$ cat config.mk
export PLATFORM = sky130hd
export DESIGN_NAME = smx_cmd
export DESIGN_NICKNAME = d
export VERILOG_FILES = /design/src/smx_pkg.sv /design/src/pw_sector.sv /design/src/smx_cmd.sv
export VERILOG_INCLUDE_DIRS = /design/src
export SDC_FILE = /design/constraint.sdc
export NUM_CORES = 1
export LEC_CHECK = 0
export CORE_ASPECT_RATIO = 1.25
export CORE_MARGIN = 3
export CORE_UTILIZATION = 40
export CTS_BUF_LIST = sky130_fd_sc_hd__clkbuf_2
export CTS_CLUSTER_SIZE = 24
export DETAILED_ROUTE_END_ITERATION = 7
export DONT_BUFFER_PORTS = 1
export PLACE_DENSITY = 0.51
export SETUP_SLACK_MARGIN = 0.1
export SLEW_MARGIN = 20
export SYNTH_ARGS = -nofsm -noshare
export SYNTH_HDL_FRONTEND = slang
export SYNTH_HIERARCHICAL = 1
export SYNTH_SLANG_ARGS = --single-unit
$ cat constraint.sdc
create_clock -name mclk -period 11.4 [get_ports mclk]
set_input_delay 0.57 -clock mclk [delete_from_list [all_inputs] [get_ports mclk]]
set_output_delay 0.57 -clock mclk [all_outputs]
set_load 0.05 [all_outputs]
$ cat src/smx_params.svh
// constants for the set-max command and security block
`ifndef SMX_PARAMS_SVH
`define SMX_PARAMS_SVH
`define SMX_OPCODE 8'hF9
`define SMX_FEAT_SETPW 8'h01
`define SMX_FEAT_LOCK 8'h02
`define SMX_FEAT_UNLOCK 8'h03
`define SMX_FEAT_FREEZE 8'h04
`define SMX_ERR_NONE 8'h00
`define SMX_ERR_ABT 8'h04
`define SMX_STS_RDY 8'h40
`define SMX_STS_DRQ 8'h08
`define SMX_STS_ERR 8'h01
`define SMX_CHS_MAX_SECT 8'h3F
`define SMX_TRIES_INIT 3'h5
`define SMX_TRIES_ZERO 3'h0
`define SMX_TRIES_STEP 3'h1
`define SMX_NV_BIT 0
`define SMX_LBA_BIT 6
`define SMX_WORD_FIRST_PW 9'h001
`define SMX_WORD_LAST 9'h0FF
`define SMX_WORD_STEP 9'h001
`endif

$ cat src/smx_pkg.sv
// types shared by the set-max command and security block
package smx_pkg;
	typedef enum logic [1:0] {LK_OPEN, LK_UNLOCKED, LK_LOCKED, LK_FROZEN} lock_type;
	typedef enum logic [1:0] {OP_NONE, OP_SETPW, OP_UNLOCK} op_type;
endpackage

$ cat src/pw_sector.sv
// one-sector password payload capture
`timescale 1ns/100ps
`default_nettype none
`include "smx_params.svh"
module pw_sector #(
	parameter int WORDS = 16
) (
	input wire logic mclk,
	input wire logic rst,
	input wire logic start,
	input wire logic word_valid,
	input wire logic [15:0] word,
	output logic sec_done,
	output logic [WORDS*16-1:0] pw
);
	if (WORDS < 1 || WORDS > 254) begin : g_chk
		$error("pw_sector: WORDS out of range");
	end
	typedef struct packed {
		logic active;
		logic done;
		logic [8:0] cnt;
		logic [WORDS-1:0][15:0] words;
	} sec_type;
	sec_type q, d;
	always_comb begin
		d = q;
		d.done = 1'b0;
		// the first word may arrive in the very cycle the sector opens
		if (start) begin
			d.active = 1'b1;
			d.cnt = 9'h000;
		end
		if (d.active && word_valid) begin
			// only words 1..WORDS hold the password; the rest are dropped
			for (int i = 0; i < WORDS; i++) begin
				if (d.cnt == 9'(i) + `SMX_WORD_FIRST_PW) begin
					d.words[i] = word;
				end
			end
			if (d.cnt == `SMX_WORD_LAST) begin
				d.active = 1'b0;
				d.done = 1'b1;
			end
			d.cnt = d.cnt + `SMX_WORD_STEP;
		end
	end
	always_ff @(posedge mclk or posedge rst) begin
		if (rst) begin
			q <= '0;
		end else begin
			q <= d;
		end
	end
	assign sec_done = q.done;
	assign pw = q.words;
endmodule
`default_nettype wire

$ cat src/smx_cmd.sv
// set-max address decode and password lock/freeze state machine
// What this block does
// - sector count bit 0 selects kept-over-POR address
// - non-volatile request aborts in offset mode
// - LBA address from sector, cylinders, head nibble
// - CHS takes cylinder only, ignores sector, head
// - LBA completion returns set address, same split
// - CHS completion returns sector 63, cylinder, head
// - feature 01h means set password
// - address setting only right after native read
// - set password takes exactly one sector
// - password is words 1 to 16
// - password lost at power cycle
// - accepted set password leaves device unlocked
// - feature 02h locks the device
// - locked rejects all but unlock and freeze
// - locked until power cycle, unlock or freeze
// - wrong unlock password aborts, counts five tries
// - matching unlock password unlocks the device
// - frozen rejects address, password, lock, unlock
`timescale 1ns/100ps
`default_nettype none
`include "smx_params.svh"
module smx_cmd
	import smx_pkg::*;
#(
	parameter int PW_WORDS = 16
) (
	input wire logic mclk,
	input wire logic rst,
	input wire logic cmd_valid,
	input wire logic [7:0] cmd_code,
	input wire logic [7:0] feature,
	input wire logic [7:0] sect_cnt,
	input wire logic [7:0] sect_num,
	input wire logic [7:0] cyl_lo,
	input wire logic [7:0] cyl_hi,
	input wire logic [7:0] dev_head,
	input wire logic native_prev,
	input wire logic offset_mode,
	input wire logic [27:0] native_max,
	input wire logic [3:0] max_head,
	input wire logic data_valid,
	input wire logic [15:0] data_word,
	output logic data_req,
	output logic done,
	output logic [7:0] status,
	output logic [7:0] error,
	output logic [7:0] ret_sect_num,
	output logic [7:0] ret_cyl_lo,
	output logic [7:0] ret_cyl_hi,
	output logic [3:0] ret_head,
	output logic [27:0] max_addr,
	output logic max_nv,
	output logic max_set,
	output logic pw_unlocked,
	output logic locked,
	output logic frozen,
	output logic [2:0] tries_left
);
	if (PW_WORDS != 16) begin : g_chk
		$error("smx_cmd: password must be 16 words");
	end
	localparam int PW_BITS = PW_WORDS * 16;
	typedef struct packed {
		lock_type lock;
		op_type op;
		logic [PW_BITS-1:0] pw;
		logic [2:0] tries;
		logic nv_used;
		logic [27:0] max_addr;
		logic max_nv;
		logic max_set;
		logic done;
		logic start;
		logic [7:0] sts;
		logic [7:0] err;
		logic [7:0] r_sn;
		logic [7:0] r_cl;
		logic [7:0] r_ch;
		logic [3:0] r_h;
	} st_type;
	st_type q, d;
	logic sec_done;
	logic [PW_BITS-1:0] pw_got;
	logic acc;
	logic lba;
	logic [27:0] req_addr;

	function automatic logic [7:0] sts_f(input logic ab);
		sts_f = `SMX_STS_RDY | (ab ? `SMX_STS_ERR : 8'h00);
	endfunction

	pw_sector #(.WORDS(PW_WORDS)) i_pw_sector (
		.mclk(mclk),
		.rst(rst),
		.start(q.start),
		.word_valid(data_valid && data_req),
		.word(data_word),
		.sec_done(sec_done),
		.pw(pw_got)
	);

	assign acc = cmd_valid && cmd_code == `SMX_OPCODE && q.op == OP_NONE;
	assign lba = dev_head[`SMX_LBA_BIT];
	assign req_addr = lba ? {dev_head[3:0], cyl_hi, cyl_lo, sect_num} : 28'({cyl_hi, cyl_lo});

	always_comb begin
		logic fin;
		logic ab;
		fin = 1'b0;
		ab = 1'b0;
		d = q;
		d.done = 1'b0;
		d.start = 1'b0;
		d.max_set = 1'b0;
		if (acc && native_prev) begin
			fin = 1'b1;
			if (q.lock == LK_LOCKED || q.lock == LK_FROZEN) begin
				ab = 1'b1;
			end else if (sect_cnt[`SMX_NV_BIT] && (offset_mode || q.nv_used)) begin
				ab = 1'b1;
			end else if (lba && req_addr > native_max) begin
				ab = 1'b1;
			end else begin
				d.max_addr = req_addr;
				d.max_nv = sect_cnt[`SMX_NV_BIT];
				d.nv_used = q.nv_used | sect_cnt[`SMX_NV_BIT];
				d.max_set = 1'b1;
				if (lba) begin
					d.r_sn = req_addr[7:0];
					d.r_cl = req_addr[15:8];
					d.r_ch = req_addr[23:16];
					d.r_h = req_addr[27:24];
				end else begin
					d.r_sn = `SMX_CHS_MAX_SECT;
					d.r_cl = cyl_lo;
					d.r_ch = cyl_hi;
					d.r_h = max_head;
				end
			end
		end else if (acc) begin
			case (feature)
				`SMX_FEAT_SETPW: begin
					if (q.lock == LK_LOCKED || q.lock == LK_FROZEN) begin
						fin = 1'b1;
						ab = 1'b1;
					end else begin
						d.op = OP_SETPW;
						d.start = 1'b1;
					end
				end
				`SMX_FEAT_LOCK: begin
					fin = 1'b1;
					if (q.lock == LK_LOCKED || q.lock == LK_FROZEN) begin
						ab = 1'b1;
					end else begin
						d.lock = LK_LOCKED;
					end
				end
				`SMX_FEAT_UNLOCK: begin
					if (q.lock == LK_FROZEN || q.tries == `SMX_TRIES_ZERO) begin
						fin = 1'b1;
						ab = 1'b1;
					end else begin
						d.op = OP_UNLOCK;
						d.start = 1'b1;
					end
				end
				`SMX_FEAT_FREEZE: begin
					fin = 1'b1;
					d.lock = LK_FROZEN;
				end
				default: begin
					fin = 1'b1;
					ab = 1'b1;
				end
			endcase
		end else if (q.op != OP_NONE && sec_done) begin
			fin = 1'b1;
			d.op = OP_NONE;
			if (q.op == OP_SETPW) begin
				d.pw = pw_got;
				d.lock = LK_UNLOCKED;
			end else if (pw_got == q.pw) begin
				d.lock = LK_UNLOCKED;
			end else begin
				ab = 1'b1;
				d.tries = q.tries - `SMX_TRIES_STEP;
			end
		end
		if (fin) begin
			d.done = 1'b1;
			d.sts = sts_f(ab);
			d.err = ab ? `SMX_ERR_ABT : `SMX_ERR_NONE;
		end else if (d.op != OP_NONE) begin
			d.sts = `SMX_STS_RDY | `SMX_STS_DRQ;
			d.err = `SMX_ERR_NONE;
		end
	end

	always_ff @(posedge mclk or posedge rst) begin
		if (rst) begin
			q <= '0;
			q.sts <= `SMX_STS_RDY;
			q.tries <= `SMX_TRIES_INIT;
		end else begin
			q <= d;
		end
	end

	assign data_req = q.op != OP_NONE;
	assign done = q.done;
	assign status = q.sts;
	assign error = q.err;
	assign ret_sect_num = q.r_sn;
	assign ret_cyl_lo = q.r_cl;
	assign ret_cyl_hi = q.r_ch;
	assign ret_head = q.r_h;
	assign max_addr = q.max_addr;
	assign max_nv = q.max_nv;
	assign max_set = q.max_set;
	assign pw_unlocked = q.lock == LK_UNLOCKED;
	assign locked = q.lock == LK_LOCKED;
	assign frozen = q.lock == LK_FROZEN;
	assign tries_left = q.tries;
endmodule
`default_nettype wire

## Yosys cells after proc, flatten, opt, wreduce, memory -nomap -nowiden

Index checks and enable logic that the tools add are counted.

| storage, ports and cells | value |
|---|---|
| flip-flop bits (word level) | 607 |
| input bits | 110 |
| output and inout port bits | 82 |
| word-level logic and storage cells | 179 |

| cells by class | value |
|---|---|
| $add $sub $neg | 2 |
| $lt $le $gt $ge | 1 |
| equal/unequal tests | 29 |
| multiplexer cells | 65 |
| bitwise gates (word level) | 8 |
| reductions and logical operators | 39 |

Operators with widths:

| operator | count |
|---|---|
| 16-bit 2-to-1 mux | 18 |
| 267-bit 2-to-1 mux | 1 |
| 263-bit 2-to-1 mux | 1 |
| 261-bit 2-to-1 mux | 1 |
| 259-bit 2-to-1 mux | 1 |
| 256-bit equality test | 1 |
| 256-bit 2-to-1 mux | 1 |
| 9-bit by 4-bit equality test with 1-bit output, second input constant | 8 |
| 28-bit 2-to-1 mux | 2 |
| 9-bit by 3-bit equality test with 1-bit output, second input constant | 4 |
| 2-bit AND reduction | 16 |
| 28-bit greater-than comparator | 1 |
| 1-bit 2-to-1 mux | 24 |
| 9-bit by 2-bit equality test with 1-bit output, second input constant | 2 |
| 8-bit by 2-bit equality test with 1-bit output, second input constant | 2 |
| 2-bit 2-to-1 mux | 6 |
| 5-bit AND reduction | 2 |
| 9-bit by 1-bit adder with 9-bit output, second input constant | 1 |
| 9-bit by 1-bit equality test with 1-bit output, second input constant | 1 |
| 9-bit by 5-bit equality test with 1-bit output, second input constant | 1 |
| 9-bit by 8-bit equality test with 1-bit output, second input constant | 1 |
| 3-bit 2-to-1 mux | 3 |
| 9-bit 2-to-1 mux | 1 |
| 8-bit by 1-bit equality test with 1-bit output, second input constant | 1 |
| other kinds (21) | 44 |

## Longest topological paths before layout

Gate-level depths: netlist of the first run.

| depth | value |
|---|---|
| depth in word-level cells | 9 |
| mapped depth | 14 |
| mapped depth without buffers | 11 |

## Hierarchy

Netlist of the first run, hierarchy kept.

Modules (own cells, without submodules):

| module | times used | cells an instance | area each (um2) | seq. area each (um2) |
|---|---|---|---|---|
| smx_cmd | 1 | 1310 | 16764.8 | 8160.3 |
| pw_sector | 1 | 907 | 12694.7 | 6681.4 |

## Least setup slack after synthesis of the first run

Ideal clock, no wire load.

| timing | value |
|---|---|
| kind | input -> register |
| start | in dev_head[6] |
| end | reg q (netlist bit max_addr[7]) |
| library setup time | 128 ps |
| arrival time | 3269 ps |
| data required time | 11272 ps |
| slack | 8003 ps |
| cell stages on the path | 13 |
| buffers on the path | 3 |
| cell sequence | buf_2 buf_1 mux2_2 ha_1 a21o_1 a21o_1 a21oi_1 o41ai_1 o31ai_2 nand3_4 inv_4 buf_6 mux2_1 |

| between the ends | value |
|---|---|
| longest elaborated chain between the ends | 5 |

Ends and longest elaborated chain:

| element | RTL line | RTL |
|---|---|---|
| from (decl) | smx_cmd.sv:38 | `input wire logic [7:0] dev_head,` |
| 28-bit 2-to-1 mux | smx_cmd.sv:106 | `assign req_addr = lba ? {dev_head[3:0], cyl_hi, cyl_lo, sect_num} : 28'({cyl_hi, cyl_lo});` |
| net req_addr[13] | smx_cmd.sv:88 | `logic [27:0] req_addr;` |
| 28-bit greater-than comparator | smx_cmd.sv:123 | `end else if (lba && req_addr > native_max) begin` |
| 1-bit logical AND | smx_cmd.sv:123 |  |
| 1-bit inverter (no line) | n/a |  |
| 4-bit AND reduction (no line) | n/a |  |
| to (decl) | smx_cmd.sv:83 | `st_type q, d;` |

The timed path passes the listed nets, and every way through them passes these cells.
A chain may end at the register's enable or synchronous reset.

## Final worst setup path of the first run

| timing | value |
|---|---|
| start | in dev_head[6] |
| end | reg q (netlist bit ret_sect_num[5]) |

The elaborated chain is that of the path after synthesis.

==> impl_metrics.tcl, run 1 <==
set metrics [dict create \
    grtUsageTotal_pct 17.8 \
    multiInputGateArea_um2 11400 \
    seqPwrFrac_pct 57.0 \
    cpMostUsedCell "dlygate4sd3_1" \
    drtAntennaViolNets 0 \
    syn_area_per_cell_um2 13.3 \
    rsz0062_at_grt "no" \
    fin_skew_ns 0.0726 \
    drt-total-wl_um 67900 \
    setup_viol 0 \
    cts.path.max_buffers 3 \
    r2r_start "q[337]" \
    critPathBufInv 5 \
    worstSetupEndpointType "flop" \
    finalHoldViolations 0 \
    worstSetupPathType "in -> reg" \
    initial_utilization_pct 40.6 \
    grt_max_degree 135 \
    place_area_um2 27900 \
    worst_slew_pin_slew_ns 1.12 \
    cp_data_arrival_time_ns 5.04 \
    synth_seq_area_share_pct 50.4 \
    p_sw_mw 1.00 \
    dpl.hpwl_um 38900 \
    crit_family "buffers and inverters" \
    fin_cells 3190 \
    via_count 15893 \
    clk_pin_slew_ns 0.10 \
    critPathSlowestCell "dlygate4sd3_1" \
    cts_tree "done" \
    htree_num_levels 4 \
    postCtsSetupRepairBufs 0 \
    cts_hold_buf 140 \
    min_from "cyl_hi[5]" \
    fin_nets 2269 \
    yosysTopAreaCellShare_pct 50.2 \
    die_area_um2 77000 \
    grt_pass1_vias 17530 \
    cp.required_ns 12.54 \
    yosys.area.top_type "dfrtp_1" \
    power_frac_clock_pct 38.3 \
    rows 110 \
    design_area_um2 30800 \
    timing.critical_path.from "dev_head[6]" \
    synthCells 2217 \
    io_buffers 0 \
    antenna_found_initial 4 \
    fin_util_pct 42.4 \
    grt_overflow 0 \
    worst-path-max-fanout 42 \
    dr.first_iter.drc_count 702 \
    seq_area_um2 14800 \
    synth_ff_type "dfrtp_1" \
    synth_edf_count 0 \
    slowest_delay_ns 0.59 \
    fin_setup_tns_ns 0 \
    fp.dieW_um 249 \
    status "finished, final reports clean" \
    synth_area_leaders "dfrtp_1, mux2_2, buf_4" \
    yosysWarningCount 6 \
    syn-cell-area_um2 29500 \
    die_h_um 309 \
    pre_cts_slack_ns 7.73 \
    ctsResizeCount 0 \
    combPwrFrac_pct 4.7 \
    internal_power_mw 2.73 \
    hold_class "in -> reg" \
    peakVddDrop_uv 67.4 \
    drtPass1Iterations 4 \
    area_growth_pct 4.39 \
    crit_chain "dlygate4sd3_1 > buf_12 > nand2_1 > dlygate4sd3_1 > o21ai_0 > ha_1 > nand4_1 > nor2_1 > a31oi_1 > nand2_1 > a31o_1 > nand3_4 > inv_4 > mux2_1 > dlygate4sd3_1" \
    max_freq_ghz 0.256 \
    pin_count 192 \
    finalMaxSlewViolations 0 \
    timing.hold.ws_ns 0.215 \
    fp.coreArea_um2 72500 \
    async_flop_share_pct 100 \
    slew-limit-headroom_pct 25.2 \
    p_total_mw 3.73 \
    wl_per_cell_um 21.3 \
    gp_congestion 0.780 \
    p_per_area_nw_per_um2 121 \
    grt_pass1_wl_um 104000 \
    clkLatencyLatePin_ns 1.26 \
    fill_cells 6793 \
    critPathLaunchType "input port" \
    synth.distinct_cells 65 \
    drc_errors 0 \
    ys_ff_latch 593 \
    fin_ws_ns 7.50 \
    clock_sink_count 593 \
    timing.final.crit_share_pct 34.3 \
    maxCapViolCount 0 \
    p_leak_nw 15.5 \
    dp.cells 2782 \
    finalCriticalPeriod_ns 3.90 \
    via_per_inst 4.98 \
    drive_gt1_share_pct 38.4 \
    switching_share_pct 26.8 \
    clock-root-buffer "clkbuf_2" \
    numCtsBuffers 156 \
]
==> power by group through the flow <==
stage	Combinational, mW	Clock, mW	Sequential (mW)
after global routing	0.197	1.62	2.13
final	0.177	1.43	2.13
after floorplan	0.111	0	2.15
after CTS	0.183	1.51	2.13
after global placement	0.106	0	2.17
after detailed placement	0.106	0	2.17
==> cell families (layout without fill, tap and decap cells) <==
kind of cell,after synthesis,in the layout,share of synthesized area (%)
flip-flops,593,593,50.4
multiplexers,586,586,23.4
buffers and inverters,468,474,10.9
XOR/XNOR,260,260,7.73
AND/OR/NAND/NOR,217,217,4.85
AO/OA/AOI/OAI,60,60,1.38
adder cells (fa/ha/maj),31,31,1.32
other,2,17,0.0255
==> worst paths after layout <==
check,endpoint,slack (ns),cells past startpoint
max reg2reg,i_pw_sector/pw[247],7.61,7
min reg2reg,q[307],0.51,1
min in group asynchronous,q[301],0.69,3
min,max_addr[13],0.22,3
max,ret_sect_num[5],7.50,15
max in group asynchronous,q[296],8.90,5
==> metal layers <==
metal / global-route usage, % / vias up / part of all wire [%]
met5: 0 / - / 0
met4: 6.01 / 0 / 2.0
li1: - / 7225 / -
met2: 31.1 / 293 / 51
met3: 3.68 / 100 / 3.4
met1: 22.1 / 8275 / 44
==> worst reg2reg max path: stages, from the launching register on <==
cell	delay, ns
dfrtp_1	0.43
nor2_2	0.08
inv_2	0.24
and2_1	0.37
nor4bb_1	0.61
nand4_1	0.89
mux2_2	0.58
dlygate4sd3_1	0.55
==> cell usage after synthesis, drive strengths merged (3+ instances only) <==
cell    number
a21o        18
a21oi       14
and2        16
buf        364
clkbuf      55
dfrtp      591
ha          31
inv         49
mux2       579
mux2i        7
nand2       13
nand2b       9
nand3b       3
nand4       83
nand4b       3
nor2        18
nor2b        9
nor3         8
nor4        24
nor4bb       3
o21a         5
o21ai        9
o31ai        3
or3          3
or4         10
or4b         3
xnor2      258
==> sequential cells by signal, indices dropped and copies added, names as in the netlist <==
signal	flops
q	262
max_addr	28
ret_head	4
status	2
max_set	1
i_pw_sector/sec_done	1
ret_cyl_lo	8
done	1
i_pw_sector/pw	256
i_pw_sector/q	10
max_nv	1
tries_left	3
ret_cyl_hi	8
ret_sect_num	8
==> area by class of cell <==
class,count,area share (%)
sequential,593,48.3
inverter,49,0.655
multi-input combinational,1167,37.2
clock buffer,238,3.87
tap,952,3.87
timing repair buffer,161,5.66
antenna,4,0.0325
clock inverter,26,0.431
==> cells in the final DEF, fill, tap and decap left out, types with 15 or more instances in the layout <==
cell | synthesis | layout
dfrtp_1 | 591 | 591
mux2_2 | 463 | 463
xnor2_1 | 258 | 258
clkbuf_2 | 0 | 238
dlygate4sd3_1 | 0 | 125
nand4_1 | 83 | 83
mux2_4 | 79 | 79
inv_1 | 47 | 45
mux2_1 | 37 | 37
ha_1 | 31 | 31
buf_4 | 331 | 19
a21o_1 | 18 | 18
nor4_1 | 18 | 18
nor2_1 | 17 | 17
and2_1 | 16 | 16
buf_12 | 7 | 16
clkinv_1 | 0 | 15
Note: power is estimated with default switching activity, not from simulation.
==> run 2, diff against run 1 <==
- clock period: 11.4 -> 3.9 ns (I/O delays scaled with it)
==> impl_metrics.tcl, run 2 (synthesis results as in run 1) <==
set metrics [dict create \
    combPwrFrac_pct 5.9 \
    rows 110 \
    worst-path-max-fanout 37 \
    antenna_found_initial 2 \
    design_area_um2 32500 \
    io_buffers 0 \
    p_per_area_nw_per_um2 336 \
    final_common_cell "dfrtp_1" \
    finalMaxSlewViolations 0 \
    timing.final.crit_share_pct 97.9 \
    numCtsBuffers 154 \
    finalHoldViolations 0 \
    largest_reg_flops 262 \
    p_sw_mw 2.94 \
    critPathSlowestCell "dlygate4sd3_1" \
    seq_area_um2 14800 \
    worst_slew_pin_slew_ns 1.15 \
    worst_r2r_endpoint "max_addr[9]" \
    hold_class "in -> reg" \
    place_area_um2 28000 \
    cp_data_arrival_time_ns 4.96 \
    via_count 16688 \
    timing.critical_path.from "dev_head[6]" \
    rrSetupSlack_ns 0.35 \
    setup_viol 0 \
    max_freq_ghz 0.262 \
    r2r_start "q[337]" \
    die_area_um2 77000 \
    area_growth_pct 10.4 \
    worstSetupEndpointType "flop" \
    cts.path.max_buffers 3 \
    grt_pass1_vias 18095 \
    cts_tree "done" \
    status "finished, final reports clean" \
    fin_setup_tns_ns 0 \
    crit_chain "dlygate4sd3_1 > buf_12 > and2_1 > ha_1 > dlygate4sd3_1 > a21oi_2 > dlygate4sd3_1 > o41ai_1 > dlygate4sd3_1 > o31ai_4 > nand3_4 > clkinv_8 > buf_16 > mux2_1 > dlygate4sd3_1" \
    wl_per_cell_um 21.5 \
    htree_num_levels 4 \
    seqPwrFrac_pct 56.9 \
    switching_share_pct 26.9 \
    clk_pin_slew_ns 0.09 \
    drive_gt1_share_pct 36.6 \
    cp.required_ns 5.04 \
    critPathLaunchType "input port" \
    die_h_um 309 \
    drtAntennaViolNets 0 \
    rsz0062_at_grt "no" \
    drc_errors 0 \
    worstSetupEndpoint "max_addr[9]" \
    via_per_inst 4.99 \
    slowest_delay_ns 0.61 \
    clkLatencyLatePin_ns 1.31 \
    cpMostUsedCell "dlygate4sd3_1" \
    fin_util_pct 44.8 \
    dr.first_iter.drc_count 718 \
    p_leak_nw 16.4 \
    peakVddDrop_uv 239 \
    grt_max_degree 126 \
    fp.dieW_um 249 \
    dpl.hpwl_um 39900 \
    gp_congestion 0.778 \
    min_from "native_max[7]" \
    final_cell_mix "dfrtp_1, mux2_2, xnor2_1" \
    maxCapViolCount 0 \
    multiInputGateArea_um2 11500 \
    grt_pass1_wl_um 110000 \
    fin_skew_ns 0.117 \
    slew-limit-headroom_pct 23.3 \
    clock-root-buffer "clkbuf_2" \
    grt_overflow 0 \
    worstSetupPathType "in -> reg" \
    finalCriticalPeriod_ns 3.82 \
    internal_power_mw 7.99 \
    top_register "q" \
    fill_cells 6629 \
    pin_count 192 \
    fp.coreArea_um2 72500 \
    clock_sink_count 593 \
    drt-total-wl_um 71900 \
    grtUsageTotal_pct 18.8 \
    reg2regPathDepth 11 \
    fin_nets 2427 \
    power_frac_clock_pct 37.2 \
    drtPass1Iterations 4 \
    initial_utilization_pct 40.6 \
]
-- run 2: layout make-up --
class                   instances  area share [%]
multi-input cells            1167            35.3
clock inverters                31           0.450
inverters                      49           0.627
clock buffers                 223            3.43
well taps                     952            3.66
flip-flops and latches        593            45.7
repair buffers                321            10.9
diodes                          5          0.0385
-- run 2: stage by stage --
stage	hold WS, ns	instances	power [mW]	worst slack [ns]
2_1_floorplan	0.311	2228	6.61	-0.644
3_3_place_gp	0.313	2797	6.66	0.985
3_5_place_dp	0.312	2797	6.66	0.984
4_1_cts	0.000180	3332	11.2	0.117
5_1_grt	0.00853	3338	11.5	0.0899
6_report	0.135	3341	10.9	0.0828
-- run 2: worst min path at each step --
stage | depth (start not counted) | to | slack (ns)
after floorplan | 1 | q[76] | 0.31
after CTS | 3 | ret_cyl_lo[5] | 0.0002
final | 9 | ret_head[2] | 0.14
after detailed placement | 1 | q[147] | 0.31
after global routing | 9 | ret_head[2] | 0.009
after global placement | 1 | q[147] | 0.31
-- run 2: power groups by stage --
stage / clock (mW) / sequential (mW) / combinational, mW
3_5_place_dp: 0 / 6.34 / 0.324
2_1_floorplan: 0 / 6.29 / 0.325
5_1_grt: 4.61 / 6.22 / 0.711
3_3_place_gp: 0 / 6.34 / 0.323
6_report: 4.07 / 6.22 / 0.649
4_1_cts: 4.29 / 6.22 / 0.658
-- run 2: critical path: cells and delay by family --
kind | cells | cell delay [ns]
simple gates | 2 | 0.35
mux | 1 | 0.34
buf+inv | 8 | 3.37
compound gates | 3 | 0.51
fa+ha+maj | 1 | 0.19
-- run 2: routing by layer --
layer | global-route usage, % | share of wire (%)
met3 | 3.92 | 3.9
met5 | 0 | 0
met1 | 24.6 | 45
met2 | 31.3 | 49
met4 | 5.99 | 2.2
-- run 2: what timing repair did --
| item | 4_1_cts | 5_1_grt |
|---|---|---|
| endpoints found under the setup margin | 0 | 34 |
| gates resized for setup | 0 | 9 |
| buffers inserted | 0 | 4 |
| hold buffers | 281 | 1 |
| endpoints found under the hold margin | 927 | 11 |
